**config.mk**
```make
export PLATFORM = sky130hd
export DESIGN_NAME = program_flash_control
export DESIGN_NICKNAME = d
export VERILOG_FILES = /design/src/pkg/flash_ctl_pkg.sv /design/src/hdl/hsb_store.sv /design/src/hdl/program_flash_control.sv
export SDC_FILE = /design/constraint.sdc
export NUM_CORES = 2
export LEC_CHECK = 0
export CAP_MARGIN = 20
export CORE_MARGIN = 4
export CORE_UTILIZATION = 44
export DETAILED_ROUTE_END_ITERATION = 12
export DONT_BUFFER_PORTS = 1
export PLACE_DENSITY = 0.7
export SKIP_LAST_GASP = 1
export SYNTH_ARGS = -nofsm -noshare
export SYNTH_HDL_FRONTEND = slang
export SYNTH_SLANG_ARGS = --single-unit
```
**constraint.sdc**
```tcl
create_clock -name sys_clk -period 3.8 [get_ports sys_clk]
set_input_delay 0.38 -clock sys_clk [delete_from_list [all_inputs] [get_ports sys_clk]]
set_output_delay 0.38 -clock sys_clk [all_outputs]
set_load 0.03 [all_outputs]
```
**src/pkg/flash_ctl_pkg.sv**
```systemverilog
// Constants, field layouts and types of the program flash control block.
// Assumes a core clock of 250 MHz; shared by the control and security files.
package flash_ctl_pkg;

  // Register placement in the core's special function register space
  localparam logic [7:0] FLASH_CONTROL_ADDR = 8'hd1;

  // Array organisation
  localparam int PAGE_COUNT = 512;
  localparam int PAGE_BYTES = 128;
  localparam int PAGE_IDX_W = 7;
  localparam int PAGE_NUM_W = 9;

  // Launch key nibbles
  localparam logic [3:0] KEY_FIRST = 4'h5;
  localparam logic [3:0] KEY_SECOND = 4'ha;
  localparam logic [3:0] KEY_RST = 4'h0;

  // Control register field positions and reset values
  localparam int KEY_HI = 7;
  localparam int KEY_LO = 4;
  localparam int MAP_BIT = 3;
  localparam int SPACE_HI = 2;
  localparam int SPACE_LO = 1;
  localparam int BUSY_BIT = 0;
  localparam logic MAP_RST = 1'b0;
  localparam logic [1:0] SPACE_RST = 2'h0;

  // Space select codes
  localparam logic [1:0] SPACE_USER = 2'h0;
  localparam logic [1:0] SPACE_XAF = 2'h1;
  localparam logic [1:0] SPACE_HSB = 2'h2;
  localparam logic [1:0] SPACE_RSVD = 2'h3;

  // Security byte and address map values
  localparam logic [7:0] HSB_ERASED = 8'hff;
  localparam logic [7:0] BLANK_BYTE = 8'hff;
  localparam logic [15:0] LOADER_BASE = 16'hfc00;
  localparam logic [15:0] BOOT_VEC_LOADER = 16'hfc03;
  localparam logic [15:0] BOOT_VEC_APP = 16'h0000;
  localparam logic [15:0] APP_TOP_FULL = 16'hffff;
  localparam logic [15:0] APP_TOP_ISP = 16'hfbff;

  // Erase-and-program time and its cycle count at the core clock
  localparam int PROG_TIME_MS = 10;
  localparam int CLK_KHZ = 250000;
  localparam int PROG_CYCLES = PROG_TIME_MS * CLK_KHZ;
  localparam int TMR_W = 22;

  // Security byte layout, every bit active low
  typedef struct packed {
    logic safe_lock_bit;
    logic boot_vector_select;
    logic loader_lock;
    logic [1:0] rsvd;
    logic [2:0] code_lock_level;
  } hsb_s;

  // One request to the flash array macro
  typedef struct packed {
    logic read;
    logic erase;
    logic write;
    logic byte_mode;
    logic [1:0] space;
    logic [15:0] addr;
    logic [7:0] data;
  } arr_req_s;

  localparam arr_req_s ARR_IDLE = '0;

  // Programming sequencer states
  typedef enum logic [4:0] {
    ST_IDLE = 5'b00001,
    ST_ERASE = 5'b00010,
    ST_WAIT = 5'b00100,
    ST_WRITE = 5'b01000,
    ST_DONE = 5'b10000
  } prog_state_e;

endpackage

```
**src/hdl/hsb_store.sv**
```systemverilog
// Security byte store, reached only from the parallel programming port.
// Assumes parallel requests are synchronous to sys_clk and one cycle long.
`timescale 1ns/1ps
`default_nettype none

module hsb_store (
  // Clock and reset
  input wire logic sys_clk,
  input wire logic rst_b,
  // Parallel programmer side
  input wire logic par_mode,
  input wire logic par_hsb_wr,
  input wire logic [7:0] par_hsb_wdata,
  input wire logic par_chip_erase,
  // Current security byte
  output flash_ctl_pkg::hsb_s hsb
);

  flash_ctl_pkg::hsb_s hsb_r;
  logic [7:0] wd;

  assign wd = par_hsb_wdata;
  assign hsb = hsb_r;

  // Chip erase restores all ones; safe bit low lets only lock bits fall
  always_ff @(posedge sys_clk or negedge rst_b) begin
    if (!rst_b) begin
      hsb_r <= flash_ctl_pkg::HSB_ERASED;
    end else if (par_mode && par_chip_erase) begin
      hsb_r <= flash_ctl_pkg::HSB_ERASED; // [RULE13]
    end else if (par_mode && par_hsb_wr) begin
      if (hsb_r.safe_lock_bit) begin
        hsb_r <= wd;
      end else begin
        hsb_r.code_lock_level <= hsb_r.code_lock_level & wd[2:0]; // [RULE14]
      end
    end
  end
endmodule

`default_nettype wire

```
**src/hdl/program_flash_control.sv**
```systemverilog
// Program flash control: control register, column latches, launch key,
// erase-and-program sequencer, space mapping and security decode.
// Assumes the core drives one-cycle SFR, data-move and code-read strobes
// synchronous to sys_clk, and an array macro with combinational read data.
`timescale 1ns/1ps
`default_nettype none

// Function
// [RULE1] 512 pages of 128 bytes, byte or page
// [RULE2] Each program operation erases its target first
// [RULE3] Erase-and-program takes about 10 ms
// [RULE4] Byte reads with fixed latency, no waits
// [RULE5] Last 1K reserved for loader routines
// [RULE6] Blank boot sector frees full 64K
// [RULE7] Access pin low disables internal program memory
// [RULE8] Launch only after 5h then Ah writes
// [RULE9] Map bit routes data moves to latches
// [RULE10] Space select: user, extra page, security, reserved
// [RULE11] Busy flag hardware owned, software write ignored
// [RULE12] Lower control nibble resets to zero
// [RULE13] Erased security byte reads all ones
// [RULE14] Safe bit clear: security may only rise
// [RULE15] Boot vector select picks 0000h or FC03h
// [RULE16] Loader lock clear blocks software loader writes
// [RULE17] Reserved security bits stay at one; the code writes them from par_hsb_wdata while safe_lock_bit is one
// [RULE18] Security byte only via parallel programming
// [RULE19] Extra page outside normal program space
// [RULE20] Loader segment FC00h-FFFFh, blocked writes do nothing
// [RULE21] Lock level two blocks external table reads
// [RULE22] Other write between keys abandons launch
module program_flash_control #(
  parameter int PROG_CYCLES = flash_ctl_pkg::PROG_CYCLES
) (
  // Clock and reset
  input wire logic sys_clk,
  input wire logic rst_b,
  // Special function register port
  input wire logic [7:0] sfr_addr,
  input wire logic sfr_wr,
  input wire logic sfr_rd,
  input wire logic [7:0] sfr_wdata,
  output logic [7:0] sfr_rdata,
  // Data-move writes
  input wire logic xmov_wr,
  input wire logic [15:0] xmov_addr,
  input wire logic [7:0] xmov_wdata,
  output logic map_active,
  // Code-table and fetch reads
  input wire logic code_rd,
  input wire logic [15:0] code_addr,
  input wire logic code_from_ext,
  output logic [7:0] code_rdata,
  output logic code_rvalid,
  // Pins and boot status
  input wire logic external_access_pin,
  input wire logic force_loader,
  input wire logic boot_sector_blank,
  output logic [15:0] boot_addr,
  output logic [15:0] app_top,
  output logic int_prog_disable,
  output logic ext_exec_block,
  output logic par_prog_block,
  output logic par_verify_block,
  // Parallel programmer
  input wire logic par_mode,
  input wire logic par_hsb_wr,
  input wire logic [7:0] par_hsb_wdata,
  input wire logic par_chip_erase,
  output logic [7:0] par_hsb_rdata,
  // Flash array macro
  output flash_ctl_pkg::arr_req_s arr_req,
  input wire logic [7:0] arr_rdata
);

  localparam logic [flash_ctl_pkg::TMR_W-1:0] TMR_LAST =
    flash_ctl_pkg::TMR_W'((PROG_CYCLES > 1) ? PROG_CYCLES - 1 : 0);
  localparam int NB = flash_ctl_pkg::PAGE_BYTES;
  localparam int IW = flash_ctl_pkg::PAGE_IDX_W;
  localparam int PW = flash_ctl_pkg::PAGE_NUM_W;
  localparam logic [IW-1:0] IDX_LAST = IW'(NB - 1);

  flash_ctl_pkg::hsb_s hsb;
  flash_ctl_pkg::prog_state_e state_r;
  flash_ctl_pkg::arr_req_s arr_req_r;
  logic [3:0] key_nib_r;
  logic map_r;
  logic [1:0] space_r;
  logic busy_r;
  logic armed_r;
  logic [7:0] lat_data_r [NB];
  logic [NB-1:0] lat_ok_r;
  logic [IW:0] lat_cnt_r;
  logic [PW-1:0] lat_page_r;
  logic [1:0] lat_space_r;
  logic [IW-1:0] first_idx_r;
  logic [flash_ctl_pkg::TMR_W-1:0] tmr_r;
  logic [IW-1:0] idx_r;
  logic rd_pend_r;
  logic rd_blk_r;
  logic rd_blk2_r;
  logic rd_pend2_r;
  logic [7:0] sfr_rdata_r;
  logic [7:0] code_rdata_r;
  logic code_rvalid_r;
  logic [15:0] boot_addr_r;
  logic [15:0] app_top_r;
  logic int_dis_r;
  logic ext_blk_r;
  logic par_prog_blk_r;
  logic par_ver_blk_r;
  logic [7:0] par_hsb_rdata_r;
  logic ea_latched_r;
  logic ea_seen_r;
  logic flash_control_wr;
  logic key2_wr;
  logic boot_hit;
  logic launch_ok;
  logic lat_wr;
  logic lvl_ge2;
  logic lvl_ge3;
  logic lvl_ge4;
  logic ea_eff;
  logic [IW-1:0] xidx;

  ////////////////////////////////////////////////////////////////////////////
  // Security byte store
  hsb_store u_hsb (
    .sys_clk(sys_clk),
    .rst_b(rst_b),
    .par_mode(par_mode),
    .par_hsb_wr(par_hsb_wr),
    .par_hsb_wdata(par_hsb_wdata),
    .par_chip_erase(par_chip_erase),
    .hsb(hsb)
  );

  // Lock level decode, lock bits active low
  assign lvl_ge2 = ~&hsb.code_lock_level;
  assign lvl_ge3 = ~&hsb.code_lock_level[2:1];
  assign lvl_ge4 = ~hsb.code_lock_level[2];
  assign ea_eff = lvl_ge2 ? ea_latched_r : external_access_pin;

  // Request decode
  assign flash_control_wr = sfr_wr && (sfr_addr == flash_ctl_pkg::FLASH_CONTROL_ADDR);
  assign key2_wr = flash_control_wr && armed_r
    && (sfr_wdata[flash_ctl_pkg::KEY_HI:flash_ctl_pkg::KEY_LO]
        == flash_ctl_pkg::KEY_SECOND);
  assign boot_hit = (lat_space_r == flash_ctl_pkg::SPACE_USER)
    && (lat_page_r >= flash_ctl_pkg::LOADER_BASE[15:IW]);
  assign launch_ok = key2_wr && (state_r == flash_ctl_pkg::ST_IDLE)
    && (lat_cnt_r != '0)
    && !(boot_hit && !hsb.loader_lock) // [RULE16] [RULE20]
    && !lat_space_r[1]; // [RULE18]
  assign xidx = xmov_addr[IW-1:0];
  assign lat_wr = xmov_wr && map_r // [RULE9]
    && (state_r == flash_ctl_pkg::ST_IDLE) && !space_r[1]
    && ((lat_cnt_r == '0) || (xmov_addr[15:IW] == lat_page_r));

  ////////////////////////////////////////////////////////////////////////////
  // Control register fields; busy bit is not writable
  always_ff @(posedge sys_clk or negedge rst_b) begin
    if (!rst_b) begin
      key_nib_r <= flash_ctl_pkg::KEY_RST;
      map_r <= flash_ctl_pkg::MAP_RST; // [RULE12]
      space_r <= flash_ctl_pkg::SPACE_RST; // [RULE12]
    end else if (flash_control_wr) begin
      key_nib_r <= sfr_wdata[flash_ctl_pkg::KEY_HI:flash_ctl_pkg::KEY_LO];
      map_r <= sfr_wdata[flash_ctl_pkg::MAP_BIT];
      space_r <= sfr_wdata[flash_ctl_pkg::SPACE_HI:flash_ctl_pkg::SPACE_LO];
    end
  end

  // Launch key: first nibble arms, anything else disarms
  always_ff @(posedge sys_clk or negedge rst_b) begin
    if (!rst_b) begin
      armed_r <= 1'b0;
    end else if (flash_control_wr) begin
      armed_r <= (sfr_wdata[flash_ctl_pkg::KEY_HI:flash_ctl_pkg::KEY_LO]
                  == flash_ctl_pkg::KEY_FIRST); // [RULE8] [RULE22]
    end
  end

  // Busy flag owned by hardware
  always_ff @(posedge sys_clk or negedge rst_b) begin
    if (!rst_b) begin
      busy_r <= 1'b0; // [RULE12]
    end else if (launch_ok) begin
      busy_r <= 1'b1; // [RULE11]
    end else if (state_r == flash_ctl_pkg::ST_DONE) begin
      busy_r <= 1'b0; // [RULE11]
    end
  end

  // Register read answer, zero for other addresses
  always_ff @(posedge sys_clk or negedge rst_b) begin
    if (!rst_b) begin
      sfr_rdata_r <= 8'h00;
    end else if (sfr_rd
        && (sfr_addr == flash_ctl_pkg::FLASH_CONTROL_ADDR)) begin
      sfr_rdata_r <= {key_nib_r, map_r, space_r, busy_r};
    end else begin
      sfr_rdata_r <= 8'h00;
    end
  end

  ////////////////////////////////////////////////////////////////////////////
  // Column latches: page and space fixed by the first write
  always_ff @(posedge sys_clk or negedge rst_b) begin
    if (!rst_b) begin
      lat_page_r <= '0;
      lat_space_r <= flash_ctl_pkg::SPACE_USER;
      first_idx_r <= '0;
    end else if (lat_wr && (lat_cnt_r == '0)) begin
      lat_page_r <= xmov_addr[15:IW]; // [RULE1]
      lat_space_r <= space_r; // [RULE10]
      first_idx_r <= xidx;
    end
  end

  // Count of loaded entries picks byte or page mode
  always_ff @(posedge sys_clk or negedge rst_b) begin
    if (!rst_b) begin
      lat_cnt_r <= '0;
    end else if (state_r == flash_ctl_pkg::ST_DONE) begin
      lat_cnt_r <= '0;
    end else if (lat_wr && !lat_ok_r[xidx]) begin
      lat_cnt_r <= lat_cnt_r + 1'b1;
    end
  end

  // One data byte and a loaded flag per latch entry
  for (genvar i = 0; i < NB; i++) begin : g_lat
    always_ff @(posedge sys_clk or negedge rst_b) begin
      if (!rst_b) begin
        lat_data_r[i] <= flash_ctl_pkg::BLANK_BYTE;
        lat_ok_r[i] <= 1'b0;
      end else if (state_r == flash_ctl_pkg::ST_DONE) begin
        lat_ok_r[i] <= 1'b0;
      end else if (lat_wr && (xidx == IW'(i))) begin
        lat_data_r[i] <= xmov_wdata;
        lat_ok_r[i] <= 1'b1;
      end
    end
  end

  ////////////////////////////////////////////////////////////////////////////
  // Sequencer: erase, wait the program time, write loaded bytes, finish
  always_ff @(posedge sys_clk or negedge rst_b) begin
    if (!rst_b) begin
      state_r <= flash_ctl_pkg::ST_IDLE;
    end else begin
      case (state_r)
        flash_ctl_pkg::ST_IDLE: begin
          if (launch_ok) begin
            state_r <= flash_ctl_pkg::ST_ERASE;
          end
        end
        flash_ctl_pkg::ST_ERASE: begin
          state_r <= flash_ctl_pkg::ST_WAIT;
        end
        flash_ctl_pkg::ST_WAIT: begin
          if (tmr_r == TMR_LAST) begin
            state_r <= flash_ctl_pkg::ST_WRITE; // [RULE3]
          end
        end
        flash_ctl_pkg::ST_WRITE: begin
          if (idx_r == IDX_LAST) begin
            state_r <= flash_ctl_pkg::ST_DONE;
          end
        end
        flash_ctl_pkg::ST_DONE: begin
          state_r <= flash_ctl_pkg::ST_IDLE;
        end
        default: begin
          state_r <= flash_ctl_pkg::ST_IDLE;
        end
      endcase
    end
  end

  // Program timer
  always_ff @(posedge sys_clk or negedge rst_b) begin
    if (!rst_b) begin
      tmr_r <= '0;
    end else if (state_r == flash_ctl_pkg::ST_WAIT) begin
      tmr_r <= tmr_r + 1'b1; // [RULE3]
    end else begin
      tmr_r <= '0;
    end
  end

  // Latch entry walk during the write phase
  always_ff @(posedge sys_clk or negedge rst_b) begin
    if (!rst_b) begin
      idx_r <= '0;
    end else if (state_r == flash_ctl_pkg::ST_WRITE) begin
      idx_r <= idx_r + 1'b1;
    end else begin
      idx_r <= '0;
    end
  end

  // Array requests: programming owns the array, reads otherwise
  always_ff @(posedge sys_clk or negedge rst_b) begin
    if (!rst_b) begin
      arr_req_r <= flash_ctl_pkg::ARR_IDLE;
    end else begin
      arr_req_r <= flash_ctl_pkg::ARR_IDLE;
      arr_req_r.byte_mode <= (lat_cnt_r == (IW+1)'(1));
      arr_req_r.space <= lat_space_r; // [RULE19]
      if (state_r == flash_ctl_pkg::ST_ERASE) begin
        arr_req_r.erase <= 1'b1; // [RULE2]
        arr_req_r.addr <= {lat_page_r, first_idx_r};
      end else if (state_r == flash_ctl_pkg::ST_WRITE) begin
        arr_req_r.write <= lat_ok_r[idx_r];
        arr_req_r.addr <= {lat_page_r, idx_r};
        arr_req_r.data <= lat_data_r[idx_r];
      end else if (code_rd && !busy_r) begin
        arr_req_r.read <= 1'b1;
        arr_req_r.space <= map_r ? space_r : flash_ctl_pkg::SPACE_USER;
        arr_req_r.addr <= (map_r && (space_r == flash_ctl_pkg::SPACE_XAF))
          ? {9'h000, code_addr[IW-1:0]} : code_addr; // [RULE19]
      end
    end
  end

  ////////////////////////////////////////////////////////////////////////////
  // Read path: two-cycle fixed latency, blocked reads return all ones
  always_ff @(posedge sys_clk or negedge rst_b) begin
    if (!rst_b) begin
      rd_pend_r <= 1'b0;
      rd_blk_r <= 1'b0;
    end else begin
      rd_pend_r <= code_rd; // [RULE4]
      rd_blk_r <= busy_r || !ea_eff // [RULE7]
        || (code_from_ext && lvl_ge2) // [RULE21]
        || (map_r && space_r[1]); // [RULE18] [RULE10]
    end
  end

  // Data capture stage
  always_ff @(posedge sys_clk or negedge rst_b) begin
    if (!rst_b) begin
      code_rdata_r <= 8'h00;
      code_rvalid_r <= 1'b0;
    end else begin
      code_rvalid_r <= rd_pend_r; // [RULE4]
      if (rd_pend_r) begin
        code_rdata_r <= rd_blk_r ? flash_ctl_pkg::BLANK_BYTE : arr_rdata;
      end
    end
  end

  ////////////////////////////////////////////////////////////////////////////
  // Access pin caught once after reset release, held at lock level two
  always_ff @(posedge sys_clk or negedge rst_b) begin
    if (!rst_b) begin
      ea_seen_r <= 1'b0;
      ea_latched_r <= 1'b1;
    end else if (!ea_seen_r) begin
      ea_seen_r <= 1'b1;
      ea_latched_r <= external_access_pin;
    end
  end

  // Boot vector, application limit and protection outputs
  always_ff @(posedge sys_clk or negedge rst_b) begin
    if (!rst_b) begin
      boot_addr_r <= flash_ctl_pkg::BOOT_VEC_LOADER;
      app_top_r <= flash_ctl_pkg::APP_TOP_ISP;
      int_dis_r <= 1'b0;
      ext_blk_r <= 1'b0;
      par_prog_blk_r <= 1'b0;
      par_ver_blk_r <= 1'b0;
    end else begin
      boot_addr_r <= (hsb.boot_vector_select && !force_loader)
        ? flash_ctl_pkg::BOOT_VEC_APP
        : flash_ctl_pkg::BOOT_VEC_LOADER; // [RULE15]
      app_top_r <= boot_sector_blank ? flash_ctl_pkg::APP_TOP_FULL // [RULE6]
        : flash_ctl_pkg::APP_TOP_ISP; // [RULE5]
      int_dis_r <= !ea_eff; // [RULE7]
      ext_blk_r <= lvl_ge4; // [RULE21]
      par_prog_blk_r <= lvl_ge2; // [RULE21]
      par_ver_blk_r <= lvl_ge3; // [RULE21]
    end
  end

  // Security byte readback, only in parallel mode
  always_ff @(posedge sys_clk or negedge rst_b) begin
    if (!rst_b) begin
      par_hsb_rdata_r <= flash_ctl_pkg::HSB_ERASED;
    end else if (par_mode) begin
      par_hsb_rdata_r <= hsb; // [RULE18]
    end
  end

  // Output drive
  assign sfr_rdata = sfr_rdata_r;
  assign map_active = map_r;
  assign code_rdata = code_rdata_r;
  assign code_rvalid = code_rvalid_r;
  assign boot_addr = boot_addr_r;
  assign app_top = app_top_r;
  assign int_prog_disable = int_dis_r;
  assign ext_exec_block = ext_blk_r;
  assign par_prog_block = par_prog_blk_r;
  assign par_verify_block = par_ver_blk_r;
  assign par_hsb_rdata = par_hsb_rdata_r;
  assign arr_req = arr_req_r;
endmodule

`default_nettype wire

```
==> impl_metrics.yaml <==
outcome:
  status: "complete, no violations"
flow_run:
  maxCapViolCount: 0
synth:
  ys_top_cells_by_area: "dfstp_2 (45%), mux2_2 (19%), dfrtp_1 (10%), mux4_2 (6.6%), mux2i_1 (5.3%)"
  synthesis.instances: 4305
  netlist_area_um2: 61200
  synth_edf_count: 0
  ys_ff_latch: 1294
  yosys.cell_types.count: 70
  async_flop_share_pct: 100
  ys_seq_area_share_pct: 55.1
  yosysTopAreaCellShare_pct: 44.8
  synth-main-ff-cell: "dfstp_2"
  avgSynthCellArea_um2: 14.2
  ys_warn_count: 0
  yosys.area.top_type: "dfstp_2"
route:
  drtIter0Drc: 2250
  wirelength_um: 153000
  wl_per_cell_um: 24.6
  ant_nets: 0
  vias: 36700
  drc: 0
  drt_first_pass_iters: 5
  viasPerCell: 5.91
sta:
  final_max_slew_viol_count: 0
  period_needed_ns: 3.66
  hold_slack_ns: 0.0478
  fin_skew_ns: 0.0228
  hold_viol_final: 0
  tightestPinTransition_ns: 1.18
  fin_setup_tns_ns: 0
  period_share_pct: 96.2
  fmax_mhz: 274
  relSlewSlack_pct: 20.6
  finalWorstSetupSlack_ns: 0.145
  finalSetupViolations: 0
  rsz0062_at_grt: "no"
worst_setup_path:
  ff2ff_setup_slack_ns: 0.14
  crit_chain: "nor2b_1 -> nand4_2 -> nor4_2 -> or2_1 -> nand4_1 -> nor2_2 -> mux2_2"
  required_ns: 4.51
  crit_type: "flip-flop to flip-flop"
  critPathCaptureType: "flip-flop"
  cp_max_fo: 9
  slowest_stage: "nor2_2"
  reg2reg_depth: 7
  max_stage_delay_ns: 0.74
  r2r-start: "state_r[0]"
  arrival_ns: 4.36
  worstSetupStartpointType: "flip-flop"
  reg2reg_to: "lat_data_r[571]"
  crit_path_start: "state_r[0]"
finish:
  nets: 4393
  finalNonFillerCells: 6213
  drive_gt1_share_pct: 61.6
  areaGrowthSynthToFinish_pct: 12.4
clocking:
  cts_tree: "built"
  cts_htree_levels: 4
  clock_latency_ns: 0.77
  cts_max_path_buffers: 3
  clkSinkCount: 1294
  root_buffer: "clkbuf_16"
  path_clk_slew_ns: 0.06
  cts_repair_resize_count: 0
  cts_made_buffers: 140
power_and_ir_drop:
  pwr-share-clk_pct: 47.7
  vdd_drop_max_v: 0.000334
  power.density_nw_per_um2: 415
  pwr-share-comb_pct: 2.9
  p_sw_w: 0.00644
  p_sw_share_pct: 22.5
  power.internal_w: 0.0221
  pwr-share-seq_pct: 49.4
  p_leak_nw: 27.4
global_routing:
  antenna_found_initial: 6
  grt_max_degree: 162
  grt_pass1_vias: 38200
  grt_use_total_pct: 21.0
  overflow: 0
  grt_pass1_wl_um: 238000
worst_hold_path:
  min_to: "lat_ok_r[50]"
  worstHoldStart: "xmov_addr[2]"
  min_delay_path_depth: 3
  min_path_type: "input pin to flip-flop"
place:
  dp.cells: 5880
  io_buffers: 0
  routabilityCongestion: 0.853
  detailed_place_hpwl_um: 97000
  place_ws_ns: 0.215
die:
  initial_core_util_pct: 44.4
  dieHeight_um: 381
  die_w_um: 381
  num_rows: 136
  coreArea_um2: 138000
  dieArea_um2: 145000
  num_io_pins: 177
==> placed cells by master, fill, tap and decap left out, drive strengths merged, types with 15 or more instances in the layout <==
cell         count
nand4           22
dfstp         1043
mux4           179
dfrtp          251
nand3           31
o221ai         144
mux2          1059
nand2          305
inv             28
clkbuf         222
conb            24
and2            18
a21oi           97
buf            108
o22a            15
nor4            15
nor2           128
a21o            69
dlygate4sd3     67
xnor2           15
o22ai           75
clkinv          22
a22o            17
mux2i          323
==> what timing repair did <==
| action | in CTS | in global routing |
|---|---|---|
| hold endpoints to repair | 1220 | 0 |
| hold buffers | 75 | 0 |
| buffers inserted | 0 | 0 |
==> logic make-up (layout without fill, tap and decap cells) <==
logic type | count (synthesis) | after routing | share of synthesized area [%]
buffers and inverters | 361 | 452 | 2.59
adders and majority gates | 5 | 5 | 0.102
and+or+nand+nor | 589 | 589 | 4.99
AOI/OAI and AO/OA | 464 | 464 | 5.48
DFF | 1294 | 1294 | 55.1
other | 2 | 25 | 0.0123
muxes | 1561 | 1561 | 31.4
xor gates and xnor gates | 29 | 29 | 0.415
==> critical path: cells and delay by family, from the launching register on <==
kind | cells | cell delay [ns]
flops | 1 | 0.53
mux | 1 | 0.41
simple gates | 6 | 2.64
==> area by class of cell <==
type | instances | area [µm²]
antenna | 1 | 2.50
clock buffer | 222 | 4250
clock inverter | 35 | 390
fill | 11400 | 69100
inverter | 20 | 75.1
multi-input combinational | 2672 | 26100
sequential | 1294 | 33700
tap | 1794 | 2240
timing repair buffer | 175 | 2020
==> synth_stat cells (all sizes together), types with 17 or more instances <==
master / count
and2: 18
mux2: 1059
clkbuf: 222
a22o: 17
a21oi: 97
nor2: 128
nand3: 31
mux4: 179
buf: 119
nand4: 22
a21o: 69
dfstp: 1043
o221ai: 144
o22ai: 75
mux2i: 323
dfrtp: 251
nand2: 305
inv: 19
==> worst max-delay path by stage <==
stage                       to  slack, ns  cells past startpoint
2_1_floorplan  lat_data_r[192]       1.03                      8
3_3_place_gp   lat_data_r[569]       0.26                      7
3_5_place_dp   lat_data_r[575]       0.22                      7
4_1_cts        lat_data_r[184]       0.21                      7
5_1_grt        lat_data_r[573]       0.01                      7
6_report       lat_data_r[571]       0.14                      7
==> flip-flops by register name, indices dropped and copies added, names as in the netlist, 2 cells and up <==
| name | count |
|---|---|
| lat_data_r | 1024 |
| state_r | 5 |
| tmr_r | 22 |
| code_rdata | 8 |
| lat_cnt_r | 8 |
| lat_page_r | 9 |
| lat_space_r | 2 |
| sfr_rdata | 8 |
| lat_ok_r | 128 |
| arr_req | 30 |
| u_hsb.hsb | 8 |
| space_r | 2 |
| first_idx_r | 7 |
| idx_r | 7 |
| key_nib_r | 4 |
| par_hsb_rdata | 8 |
==> stage by stage <==
step,power (W),util (%),cell area (µm²)
2_1_floorplan,0.0147,-,61300
3_3_place_gp,0.0148,45.9,63200
3_5_place_dp,0.0149,45.9,63200
4_1_cts,0.0289,49.9,68800
5_1_grt,0.0295,49.9,68800
6_report,0.0286,49.9,68800
==> power by group through the flow <==
stage | Sequential [W] | Clock, W | Combinational, W
floorplan | 0.0143 | 0 | 0.000411
global placement | 0.0143 | 0 | 0.000541
detailed placement | 0.0143 | 0 | 0.000551
CTS | 0.0141 | 0.0139 | 0.000840
global route | 0.0141 | 0.0145 | 0.000916
finish | 0.0141 | 0.0136 | 0.000830
==> routing by layer <==
layer / vias to the layer above / GRT usage (%) / wire length, µm
met5: - / 0 / 13
met4: 2 / 7.89 / 5470
met3: 292 / 3.91 / 8690
met2: 974 / 33.7 / 73100
met1: 19600 / 28.5 / 65900
li1: 15900 / - / -
Note: power is estimated with default switching activity, not from simulation.
